`src/rtl/can_bt_pkg.sv`:
```
// Shared constants and types of the bus bit timing engine
package can_bt_pkg;

    // ==================================================
    // Field positions in timing_config_1
    // ==================================================
    localparam int PRESCALE_LSB  = 0;
    localparam int PRESCALE_W    = 6;
    localparam int SJW_LSB       = 6;
    localparam int SJW_W         = 2;

    // ==================================================
    // Field positions in timing_config_2
    // ==================================================
    localparam int PROP_LSB      = 0;
    localparam int PH1_LSB       = 3;
    localparam int TRIPLE_BIT    = 6;
    localparam int PH2_AUTO_BIT  = 7;
    localparam int PH2_LSB       = 8;
    localparam int SEG_FIELD_W   = 3;

    // ==================================================
    // Values after reset and quantum counts
    // ==================================================
    localparam logic [15:0] TIMING_CONFIG_RESET = 16'h0000;
    localparam logic [4:0]  SYNC_SEG_TQ         = 5'h01;
    localparam logic [4:0]  PROC_TIME_TQ        = 5'h02;
    localparam logic [4:0]  MIN_BIT_TQ          = 5'h08;
    localparam logic [4:0]  MAX_BIT_TQ          = 5'h19;
    localparam logic        RECESSIVE           = 1'b1;

    // ==================================================
    // Types
    // ==================================================
    typedef logic [4:0] len_t;

    typedef enum logic [1:0] {
        SEG_SYNC,
        SEG_PROP,
        SEG_PH1,
        SEG_PH2
    } seg_state_t;

    // Decoded timing fields
    typedef struct packed {
        logic [PRESCALE_W-1:0]  quantum_prescale;
        logic [SJW_W-1:0]       sync_jump_width;
        logic [SEG_FIELD_W-1:0] prop_seg_len;
        logic [SEG_FIELD_W-1:0] phase1_len;
        logic [SEG_FIELD_W-1:0] phase2_len;
        logic                   triple_sample_sel;
        logic                   phase2_auto_sel;
    } timing_cfg_t;

    // Engine status toward the protocol logic
    typedef struct packed {
        seg_state_t seg;
        logic       rx_bit;
        logic       quantum_pulse;
        logic       sample_pulse;
        logic       bit_start;
        logic       hard_sync;
        logic       resync;
        logic       cfg_error;
    } bit_status_t;

endpackage

```
`src/rtl/can_bit_timing_sync.sv`:
```
// Bit timing engine: quantum, segments, sampling and bus synchronisation
// What this block does
// Segments and bit are whole quanta; a bit is 8 to 25 quanta.
// Software keeps the nominal bit at one microsecond or longer.
// Quantum is two times prescale field plus one module clocks.
// Propagation segment is 1 to 8 quanta from config 2 bits 2..0.
// Phase 1 is 1 to 8 quanta, bits 5..3; sample at its end.
// Phase 2 is programmed, bits 10..8, or max of phase 1 and 2.
// Software keeps propagation plus phase 1 not below phase 2.
// Bit 6 set takes majority of three samples half a quantum apart.
// Software places the sample point near 60 to 70 percent.
// A bus edge adjusts phase 1 and phase 2 from its position.
// Hard sync on falling edge while idle restarts at sync segment.
// No resynchronisation in a bit that saw a hard sync.
// Resync moves phase segments by at most jump width, 1 to 4.
// Software keeps phase 2 longer than the jump width.
// All nodes share bit rate and length by choosing quanta counts.
// Sync segment is one quantum; each field encodes value plus one.
// A config bit picks programmed or derived phase 2 length.
`timescale 1ns/1ps
module can_bit_timing_sync (
    // Clock, reset, enable
    input  wire logic                ref_clk,
    input  wire logic                resetn,
    input  wire logic                ce,
    // Timing configuration words
    input  wire logic [15:0]         timing_config_1,
    input  wire logic [15:0]         timing_config_2,
    // Bus side
    input  wire logic                rx_in,
    input  wire logic                bus_idle,
    // Status toward the protocol logic
    output can_bt_pkg::bit_status_t  status
);
    import can_bt_pkg::*;

    // ==================================================
    // Configuration decode
    // ==================================================
    timing_cfg_t cfg;
    len_t        prop_len;
    len_t        ph1_base;
    len_t        ph2_prog;
    len_t        ph2_auto;
    len_t        ph2_base;
    len_t        sjw_len;
    len_t        nominal_len;
    logic        run_ok;

    // Field extraction from the two configuration words
    always_comb begin
        cfg.quantum_prescale  = timing_config_1[PRESCALE_LSB +: PRESCALE_W];
        cfg.sync_jump_width   = timing_config_1[SJW_LSB +: SJW_W];
        cfg.prop_seg_len      = timing_config_2[PROP_LSB +: SEG_FIELD_W];
        cfg.phase1_len        = timing_config_2[PH1_LSB +: SEG_FIELD_W];
        cfg.phase2_len        = timing_config_2[PH2_LSB +: SEG_FIELD_W];
        cfg.triple_sample_sel = timing_config_2[TRIPLE_BIT];
        cfg.phase2_auto_sel   = timing_config_2[PH2_AUTO_BIT];
    end

    // Lengths in quanta, field value plus one
    assign prop_len = len_t'(cfg.prop_seg_len) + 5'h01;
    assign ph1_base = len_t'(cfg.phase1_len) + 5'h01;
    assign ph2_prog = len_t'(cfg.phase2_len) + 5'h01;
    assign sjw_len  = len_t'(cfg.sync_jump_width) + 5'h01;
    assign ph2_auto = (ph1_base > PROC_TIME_TQ) ? ph1_base : PROC_TIME_TQ;
    assign ph2_base = cfg.phase2_auto_sel ? ph2_auto : ph2_prog;

    // Too short a bit is refused; the longest fields give exactly 25
    assign nominal_len = SYNC_SEG_TQ + prop_len + ph1_base + ph2_base;
    assign run_ok      = (nominal_len >= MIN_BIT_TQ);

    // ==================================================
    // Quantum generation
    // ==================================================
    logic half_tick;
    logic tq_tick;
    logic restart;

    tq_prescaler #(
        .PRESCALE_W (PRESCALE_W)
    ) u_prescaler (
        .ref_clk   (ref_clk),
        .resetn    (resetn),
        .ce        (ce),
        .prescale  (cfg.quantum_prescale),
        .restart   (restart),
        .half_tick (half_tick),
        .tq_tick   (tq_tick)
    );

    // ==================================================
    // Segment sequencing
    // ==================================================
    seg_state_t seg_reg;
    len_t       tq_cnt_reg;
    len_t       ph1_ext_reg;
    len_t       ph2_cut_reg;
    logic       hsync_bit_reg;
    logic       resync_done_reg;
    logic       prev_rx_reg;
    len_t       ph1_eff;
    len_t       ph2_eff;
    len_t       seg_len;
    logic       seg_end;
    logic       bit_wrap;

    assign ph1_eff = ph1_base + ph1_ext_reg;
    assign ph2_eff = ph2_base - ph2_cut_reg;

    // Length of the segment in progress
    always_comb begin
        case (seg_reg)
            SEG_SYNC: seg_len = SYNC_SEG_TQ;
            SEG_PROP: seg_len = prop_len;
            SEG_PH1:  seg_len = ph1_eff;
            SEG_PH2:  seg_len = ph2_eff;
            default:  seg_len = SYNC_SEG_TQ;
        endcase
    end

    assign seg_end  = tq_tick && (tq_cnt_reg == seg_len - 5'h01);
    assign bit_wrap = seg_end && (seg_reg == SEG_PH2);

    // ==================================================
    // Edge classification
    // ==================================================
    logic edge_fall;
    logic hard_sync_now;
    logic resync_cand;
    logic resync_late;
    logic resync_early;
    logic early_restart;
    len_t late_err;
    len_t early_rem;

    // Only recessive to dominant transitions synchronise
    assign edge_fall     = ce && run_ok && (prev_rx_reg == RECESSIVE) && (rx_in != RECESSIVE);
    assign hard_sync_now = edge_fall && bus_idle;
    assign resync_cand   = edge_fall && !bus_idle && !hsync_bit_reg
                           && !resync_done_reg && (seg_reg != SEG_SYNC);
    assign resync_late   = resync_cand && (seg_reg == SEG_PROP || seg_reg == SEG_PH1);
    assign resync_early  = resync_cand && (seg_reg == SEG_PH2);

    // Phase error in quanta: late edges from the end of the sync segment, early ones to the end of phase 2
    assign late_err  = (seg_reg == SEG_PROP) ? (tq_cnt_reg + 5'h01)
                                             : (prop_len + tq_cnt_reg + 5'h01);
    assign early_rem = ph2_eff - tq_cnt_reg;

    // An early edge within the jump width simply starts the next bit
    assign early_restart = resync_early && (early_rem <= sjw_len);
    assign restart       = hard_sync_now || early_restart;

    // Segment state and quantum count within the segment
    always_ff @(posedge ref_clk) begin
        if (!resetn) begin
            seg_reg    <= SEG_SYNC;
            tq_cnt_reg <= '0;
        end else if (ce) begin
            if (!run_ok || restart) begin
                seg_reg    <= SEG_SYNC;
                tq_cnt_reg <= '0;
            end else if (seg_end) begin
                tq_cnt_reg <= '0;
                case (seg_reg)
                    SEG_SYNC: seg_reg <= SEG_PROP;
                    SEG_PROP: seg_reg <= SEG_PH1;
                    SEG_PH1:  seg_reg <= SEG_PH2;
                    SEG_PH2:  seg_reg <= SEG_SYNC;
                    default:  seg_reg <= SEG_SYNC;
                endcase
            end else if (tq_tick) begin
                tq_cnt_reg <= tq_cnt_reg + 5'h01;
            end
        end
    end

    // Phase adjustments and per-bit sync bookkeeping
    always_ff @(posedge ref_clk) begin
        if (!resetn) begin
            ph1_ext_reg     <= '0;
            ph2_cut_reg     <= '0;
            hsync_bit_reg   <= 1'b0;
            resync_done_reg <= 1'b0;
        end else if (ce) begin
            if (!run_ok || bit_wrap || restart) begin
                ph1_ext_reg     <= '0;
                ph2_cut_reg     <= '0;
                hsync_bit_reg   <= hard_sync_now;
                resync_done_reg <= 1'b0;
            end else if (resync_late) begin
                ph1_ext_reg     <= (late_err < sjw_len) ? late_err : sjw_len;
                resync_done_reg <= 1'b1;
            end else if (resync_early) begin
                ph2_cut_reg     <= sjw_len;
                resync_done_reg <= 1'b1;
            end
        end
    end

    // Previous bus level for edge detection
    always_ff @(posedge ref_clk) begin
        if (!resetn) begin
            prev_rx_reg <= RECESSIVE;
        end else if (ce) begin
            prev_rx_reg <= rx_in;
        end
    end

    // ==================================================
    // Sampling
    // ==================================================
    logic [1:0] samp_reg;
    logic       sample_now;
    logic       majority;
    logic       rx_bit_reg;

    assign sample_now = seg_end && (seg_reg == SEG_PH1) && !restart;
    assign majority   = (rx_in & samp_reg[0]) | (rx_in & samp_reg[1])
                        | (samp_reg[0] & samp_reg[1]);

    // Early samples, one and two half quanta before the current point
    always_ff @(posedge ref_clk) begin
        if (!resetn) begin
            samp_reg <= {2{RECESSIVE}};
        end else if (ce && half_tick) begin
            samp_reg <= {samp_reg[0], rx_in};
        end
    end

    // Received bit value, recessive until the first sample
    always_ff @(posedge ref_clk) begin
        if (!resetn) begin
            rx_bit_reg <= RECESSIVE;
        end else if (ce && sample_now) begin
            rx_bit_reg <= cfg.triple_sample_sel ? majority : rx_in;
        end
    end

    // ==================================================
    // Status pulses
    // ==================================================
    logic quantum_pulse_reg;
    logic sample_pulse_reg;
    logic bit_start_reg;
    logic hard_sync_reg;
    logic resync_reg;

    // Registered one-cycle strobes; held while ce is low
    always_ff @(posedge ref_clk) begin
        if (!resetn) begin
            quantum_pulse_reg <= 1'b0;
            sample_pulse_reg  <= 1'b0;
            bit_start_reg     <= 1'b0;
            hard_sync_reg     <= 1'b0;
            resync_reg        <= 1'b0;
        end else if (ce) begin
            quantum_pulse_reg <= tq_tick;
            sample_pulse_reg  <= sample_now;
            bit_start_reg     <= bit_wrap || restart;
            hard_sync_reg     <= hard_sync_now;
            resync_reg        <= resync_late || resync_early;
        end
    end

    always_comb begin
        status.seg           = seg_reg;
        status.rx_bit        = rx_bit_reg;
        status.quantum_pulse = quantum_pulse_reg;
        status.sample_pulse  = sample_pulse_reg;
        status.bit_start     = bit_start_reg;
        status.hard_sync     = hard_sync_reg;
        status.resync        = resync_reg;
        status.cfg_error     = !run_ok;
    end

    len_t        bit_tq_reg;
    logic        bit_clean_reg;
    logic [31:0] cfg_seen_reg;

    // Quanta per bit over bits without any sync event or config change
    always_ff @(posedge ref_clk) begin
        if (!resetn) begin
            bit_tq_reg    <= '0;
            bit_clean_reg <= 1'b0;
            cfg_seen_reg  <= '0;
        end else begin
            cfg_seen_reg <= {timing_config_1, timing_config_2};
            if (!ce || restart || resync_cand
                    || cfg_seen_reg != {timing_config_1, timing_config_2}) begin
                bit_tq_reg    <= '0;
                bit_clean_reg <= 1'b0;
            end else if (bit_wrap) begin
                bit_tq_reg    <= '0;
                bit_clean_reg <= 1'b1;
            end else if (tq_tick) begin
                bit_tq_reg    <= bit_tq_reg + 5'h01;
            end
        end
    end
endmodule

```
`src/rtl/tq_prescaler.sv`:
```
// Time quantum generator: programmable divider plus fixed divide by two
`timescale 1ns/1ps
module tq_prescaler #(
    parameter int PRESCALE_W = 6
) (
    // Clock and reset
    input  wire logic                  ref_clk,
    input  wire logic                  resetn,
    input  wire logic                  ce,
    // Control
    input  wire logic [PRESCALE_W-1:0] prescale,
    input  wire logic                  restart,
    // Ticks
    output logic                       half_tick,
    output logic                       tq_tick
);
    import can_bt_pkg::*;

    logic [PRESCALE_W-1:0] div_cnt_reg;
    logic                  phase_reg;

    // Half quantum every prescale+1 clocks, quantum every second one
    assign half_tick = ce && !restart && (div_cnt_reg == prescale);
    assign tq_tick   = half_tick && phase_reg;

    // Divider; a restart realigns the quantum to the edge that caused it
    always_ff @(posedge ref_clk) begin
        if (!resetn) begin
            div_cnt_reg <= '0;
            phase_reg   <= 1'b0;
        end else if (ce) begin
            if (restart) begin
                div_cnt_reg <= '0;
                phase_reg   <= 1'b0;
            end else if (half_tick) begin
                div_cnt_reg <= '0;
                phase_reg   <= !phase_reg;
            end else begin
                div_cnt_reg <= div_cnt_reg + 1'b1;
            end
        end
    end

    logic [PRESCALE_W:0]   gap_reg;
    logic                  gap_ok_reg;
    logic [PRESCALE_W-1:0] pre_seen_reg;

    // Cycles between half ticks, valid only over undisturbed stretches
    always_ff @(posedge ref_clk) begin
        if (!resetn) begin
            gap_reg      <= '0;
            gap_ok_reg   <= 1'b0;
            pre_seen_reg <= '0;
        end else begin
            pre_seen_reg <= prescale;
            if (!ce || restart || pre_seen_reg != prescale) begin
                gap_ok_reg <= 1'b0;
                gap_reg    <= '0;
            end else if (half_tick) begin
                gap_ok_reg <= 1'b1;
                gap_reg    <= '0;
            end else begin
                gap_reg    <= gap_reg + 1'b1;
            end
        end
    end
endmodule

```
`config.mk`:
```
export PLATFORM = sky130hd
export DESIGN_NAME = can_bit_timing_sync
export DESIGN_NICKNAME = d
export VERILOG_FILES = /design/src/rtl/can_bt_pkg.sv /design/src/rtl/can_bit_timing_sync.sv /design/src/rtl/tq_prescaler.sv
export SDC_FILE = /design/constraint.sdc
export NUM_CORES = 1
export LEC_CHECK = 0
export BUFFER_PORTS_ARGS = -buffer_cell sky130_fd_sc_hd__buf_2
export CORE_MARGIN = 4
export CORE_UTILIZATION = 63
export DETAILED_ROUTE_END_ITERATION = 8
export GPL_ROUTABILITY_DRIVEN = 0
export PLACE_DENSITY = 0.89
export SETUP_SLACK_MARGIN = 0.15
export SYNTH_ARGS = -nofsm -noshare
export SYNTH_HDL_FRONTEND = slang
export SYNTH_SLANG_ARGS = --single-unit
```
`constraint.sdc`:
```
create_clock -name ref_clk -period 10.1 [get_ports ref_clk]
set_input_delay 0 -clock ref_clk [delete_from_list [all_inputs] [get_ports ref_clk]]
set_output_delay 0 -clock ref_clk [all_outputs]
set_load 0.02 [all_outputs]
```
==> run summary, run 1 <==
Max FO, Critical Path - 8
final hold slack - 0.0264 ns
H-tree levels - 2
DRT Wirelength - 8130 um
clk sink count - 33
vias per inst - 6.24
Top Metal Used - met4
Req. time, crit path - 10.30 ns
crit end category - flop
Die Ht - 79.5 um
die area - 6330 sq um
Crit Path Class - in -> reg
Sw Ratio - 34.4%
TritonCTS clock tree - done
Nets - 491
Starting Density - 66.5%
routed via count - 2976
register share of total power - 33.1%
synth warn - 0
unrepaired setup endpoints after global routing - false
max FFs per register - 6
Post-synth EDFFs - 0
proportion of layout cells with a drive suffix above 1 - 12.4%
critical path's largest stage delay - 0.91 ns
TritonRoute pass-1 iters - 5
Worst path slowest cell - a211oi_1
Area Overhead vs Synth - 8.96%
commonest non-fill, non-tap cell in the layout - inv_1
relative slew slack - 29.6%
syn nets - 467
most frequent cells in the layout - 45 x inv_1, 37 x ha_1, 33 x dfxtp_1
leakage power - 1.55 nW
Max VDD drop - 0.0962 mV
CTS clk-pin slew, worst paths - 0.06 ns
Final setup viols - 0
Max Buffers Root-to-Sink - 2
syn_area_per_cell - 8.37 sq um
worst skew pair latency - 0.30 ns
Max-Cap Viols - 0
total power - 0.404 mW
Critical Path AT - 5.14 ns
status - completed
Worst Skew - 0.0113 ns
Async SR Flop Fraction - 0%
Critical Path Source Type - input pin
row cnt - 25
WL met1 - 3250 um
synthesized flop and latch total - 33
total global-route track usage - 27.8%
first-pass GRT wire length - 13800 um
largest net degree at the start of global routing - 16
post-route antenna net violation count - 0
crit path time final - 4.94 ns
Psw - 0.139 mW
ANT cells - 0
initial antenna violation count - 0
worst path cell trace - buf_2, ha_1, xnor2_1, o21ai_0, a31oi_1, ha_1, inv_1, fa_1, inv_1, fa_1, inv_1, ha_1, nor2b_1, o21ai_0, a32oi_1, o41ai_4, a211oi_1, o211ai_1, mux2_2, o31ai_1
die width - 79.5 um
worst hold path type - in -> reg
drt wl/cell - 17.0 um
clock power share - 32.4%
P per Cell Area - 115 nW/um^2
IO buf count - 32
prevailing post-synth register cell - dfxtp_1
Inserted Clock Buffers - 5
crit share post-route - 48.9%
Final Hold Fails - 0
# DRC - 0
vias in the first global route - 2956
initial DRC count - 231
top-level I/O count - 46
CTS root buffer - clkbuf_8
Worst Max-Slew Pin Slew - 1.05 ns
dpl hpwl - 6470 um
max frequency - 203 MHz
setup TNS - 0 ns
gr ovfl total - 0
Comb pwr share - 34.4%
Slew Viols, Final - 0
Placeable Area - 4850 sq um
Cell Area, Synth - 3220 sq um
met2 wire length - 3950 um
Synth cell types - 63
Int Pwr - 0.265 mW
WL met3 - 535 um
sequential area share after synthesis - 20.5%
Post-Syn Instances - 385
Finished Core Util - 72.5%
## path summary, 6_finish.rpt
check / startpoint / to / slack [ns] / depth (start not counted)
max: timing_config_2[3] / seg_reg[0] / 5.16 / 20
min: rx_in / samp_reg[0] / 0.03 / 3
max reg2reg: ph2_cut_reg[0] / seg_reg[0] / 5.71 / 15
min reg2reg: ph1_ext_reg[3] / ph1_ext_reg[3] / 0.44 / 2
## per-layer routing
layer / vias to the layer above / track usage (%)
li1: 1415 / -
met1: 1393 / 33.5
met2: 134 / 47.3
met3: 34 / 5.19
met4: 0 / 13.4
met5: - / 0
## metrics by stage
stage	instances	setup WS, ns	cell area (sq um)
2_1_floorplan	385	5.92	3220
3_3_place_gp	467	5.13	3380
3_5_place_dp	467	4.94	3380
4_1_cts	477	5.21	3510
5_1_grt	477	4.86	3510
6_report	477	5.16	3510
## synth_stat cells (4+ instances only)
cell type	instances	share of area [%]
mux2i_1	6	1.9
nor2_1	25	2.9
nand4_1	7	1.4
o21ai_0	12	1.9
nand3b_1	4	0.93
xor2_1	13	3.5
clkbuf_1	7	0.82
a31oi_1	5	0.97
nor4_1	5	0.97
inv_1	45	5.2
fa_1	8	5.0
o31ai_1	5	1.2
buf_2	4	0.62
xnor2_1	16	4.3
ha_1	37	14
nand2_1	29	3.4
o22ai_1	4	0.78
a21o_1	5	1.2
o211ai_1	5	1.2
nand2b_1	7	1.4
nand3_1	11	1.7
a21oi_1	27	4.2
dfxtp_1	33	20
buf_4	6	1.4
## worst max-delay path: cells and delay by family
family | cells | cell delay, ns
adders and majority gates | 5 | 1.78
muxes | 1 | 0.33
and+or+nand+nor | 1 | 0.12
AOI/OAI and AO/OA | 8 | 2.22
buffers and inverters | 4 | 0.32
xor gates and xnor gates | 1 | 0.36
## cells by family (layout without fill, tap and decap cells)
family	after synthesis	count (layout)	synth area share, %
buffers and inverters	62	87	8.07
muxes	9	9	2.91
xor gates and xnor gates	30	30	8.58
AOI/OAI and AO/OA	91	91	20.5
and+or+nand+nor	115	115	20.1
DFF	33	33	20.5
adders and majority gates	45	45	19.3
## area by class of cell
cell class              count  area [sq um]
clock inverters             1          30.0
inverters                  45           169
fillers                   366          1340
repair buffers             34           180
well taps                  67          83.8
clock buffers               7          86.3
flip-flops and latches     33           661
multi-input cells         290          2300
## power groups by stage
stage,registers [mW],clock network (mW),logic (mW)
2_1_floorplan,0.136,0,0.0999
3_3_place_gp,0.137,0,0.129
3_5_place_dp,0.137,0,0.136
4_1_cts,0.134,0.133,0.138
5_1_grt,0.134,0.139,0.154
6_report,0.134,0.131,0.139
## timing repair
action | in CTS | in global routing
gates resized for setup | 0 | 0
hold buffers | 2 | 0
endpoints found under the setup margin | 0 | 0
endpoints found under the hold margin | 4 | 0
buffers inserted | 0 | 0
Note: power is estimated with default switching activity, not from simulation.
==> run 2, diff against run 1 <==
- CORE_UTILIZATION: 63 -> 53
- PLACE_DENSITY: 0.89 -> 0.8
- clock period: 10.1 -> 4 ns (I/O delays scaled with it)
==> run summary, run 2 (synthesized netlist as in run 1, its figures left out) <==
Psw - 0.400 mW
IO buf count - 32
critical path's largest stage delay - 0.55 ns
Most Frequent Cell on Critical Path - inv_2
crit end category - flop
clk sink count - 33
Critical Path Source Type - input pin
crit share post-route - 99.5%
TritonRoute pass-1 iters - 5
register share of total power - 29.2%
Reg-to-Reg Start - ph2_cut_reg[0]
Seq. cell area - 661 sq um
Req. time, crit path - 4.20 ns
Multi-input gate area - 2510 sq um
die area - 7400 sq um
largest net degree at the start of global routing - 16
Max FO, Critical Path - 6
Slew Viols, Final - 0
vias per inst - 5.99
drt wl/cell - 17.3 um
Place WS - -0.271 ns
Max-Cap Viols - 0
Max VDD drop - 0.207 mV
commonest non-fill, non-tap cell in the layout - inv_1
initial DRC count - 191
routed via count - 3162
unrepaired setup endpoints after global routing - true
vias in the first global route - 3127
Worst Reg-to-Reg Cells - 16
final hold slack - 0.0143 ns
top-level I/O count - 46
most frequent cells in the layout - 41 x inv_1, 37 x buf_4, 34 x ha_1
TritonCTS clock tree - done
setup TNS - 0 ns
CTS root buffer - clkbuf_8
Sw Ratio - 34.6%
die width - 86.0 um
worst hold path depth - 3
Worst Max-Slew Pin Slew - 0.845 ns
Final setup viols - 0
Worst Skew - 0.00639 ns
worst skew pair latency - 0.29 ns
crit path time final - 3.98 ns
Setup WS post-layout - 0.0198 ns
relative slew slack - 43.2%
leakage power - 1.81 nW
post-route antenna net violation count - 0
Critical Path AT - 4.18 ns
DRT Wirelength - 9110 um
ANT cells - 0
R2R setup slack - 0.12 ns
worst path cell trace - buf_8, inv_1, ha_1, o21ai_1, a31oi_1, ha_2, inv_2, fa_1, inv_2, fa_1, inv_2, ha_4, nor2b_4, o21ai_2, a32oi_2, o41ai_4, a2111oi_4, o2111ai_4, buf_6, mux2_4, o31ai_4
Crit Path Class - in -> reg
initial antenna violation count - 0
worst hold path type - in -> reg
clock power share - 28.2%
max frequency - 251 MHz
gr ovfl total - 0
Critical R2R Capture - seg_reg[0]
Inserted Clock Buffers - 5
Die Ht - 86.0 um
Comb pwr share - 42.6%
status - completed
Max Buffers Root-to-Sink - 2
CTS clk-pin slew, worst paths - 0.07 ns
# DRC - 0
first-pass GRT wire length - 14100 um
row cnt - 28
Int Pwr - 0.757 mW
Nets - 534
Worst path slowest cell - fa_1
total global-route track usage - 23.9%
hold path endpoint - samp_reg[0]
Worst Min Path Start - rx_in
H-tree levels - 2
Placeable Area - 5920 sq um
P per Cell Area - 283 nW/um^2
Area Overhead vs Synth - 27.1%
Final Hold Fails - 0
Starting Density - 54.5%
proportion of layout cells with a drive suffix above 1 - 29.1%
max FFs per register - 6
dpl hpwl - 6700 um
fillcell total - 448
[run 2: power by group through the flow]
stage | logic [mW] | clock network [mW] | registers (mW)
5_1_grt | 0.530 | 0.344 | 0.339
3_5_place_dp | 0.414 | 0 | 0.345
3_3_place_gp | 0.397 | 0 | 0.345
6_report | 0.493 | 0.326 | 0.338
4_1_cts | 0.438 | 0.331 | 0.338
2_1_floorplan | 0.256 | 0 | 0.344
[run 2: area by class of cell]
class | instances | share of cell area, %
Sequential cell | 33 | 16.1
Timing Repair Buffer | 77 | 13.3
Tap cell | 75 | 2.29
Clock inverter | 1 | 0.733
Clock buffer | 7 | 2.11
Inverter | 45 | 4.12
Multi-Input combinational cell | 290 | 61.3
[run 2: how the worst max path moves through the flow]
stage,startpoint,to
2_1_floorplan,timing_config_2[3],tq_cnt_reg[2]
3_3_place_gp,timing_config_2[3],tq_cnt_reg[2]
3_5_place_dp,timing_config_2[3],tq_cnt_reg[2]
4_1_cts,timing_config_2[4],seg_reg[0]
5_1_grt,timing_config_2[4],seg_reg[0]
6_report,timing_config_2[4],seg_reg[0]
[run 2: repair_timing]
| item | CTS | global route |
|---|---|---|
| setup endpoints to repair | 21 | 29 |
| hold buffers | 2 | 0 |
| pin swaps | 12 | 24 |
| gates resized for setup | 18 | 37 |
| endpoints found under the hold margin | 4 | 0 |
| buffers inserted | 6 | 6 |
[run 2: metrics by stage]
| stage | power, mW | instance area (sq um) | cells | utilization, % |
|---|---|---|---|---|
| 6_report | 1.16 | 4100 | 528 | 69.2 |
| 5_1_grt | 1.21 | 4100 | 528 | 69.2 |
| 4_1_cts | 1.11 | 3920 | 522 | 66.1 |
| 3_3_place_gp | 0.742 | 3650 | 506 | 61.6 |
| 3_5_place_dp | 0.760 | 3650 | 506 | 61.6 |
| 2_1_floorplan | 0.601 | 3250 | 385 | - |
[run 2: metal layers]
layer  up-vias  track usage [%]  routed length [um]
li1       1502                -                   -
met1      1500             27.9                3680
met2       126             41.5                4600
met3        34             3.17                 429
met4         0             13.8                 406
met5         -                0                   0
[run 2: worst max-delay path, delay by kind of cell]
family	cells	cell delay (ns)
multiplexers	1	0.31
AND/OR/NAND/NOR	1	0.14
adder cells (fa/ha/maj)	5	1.84
buffers and inverters	6	0.46
AO/OA/AOI/OAI	8	1.42
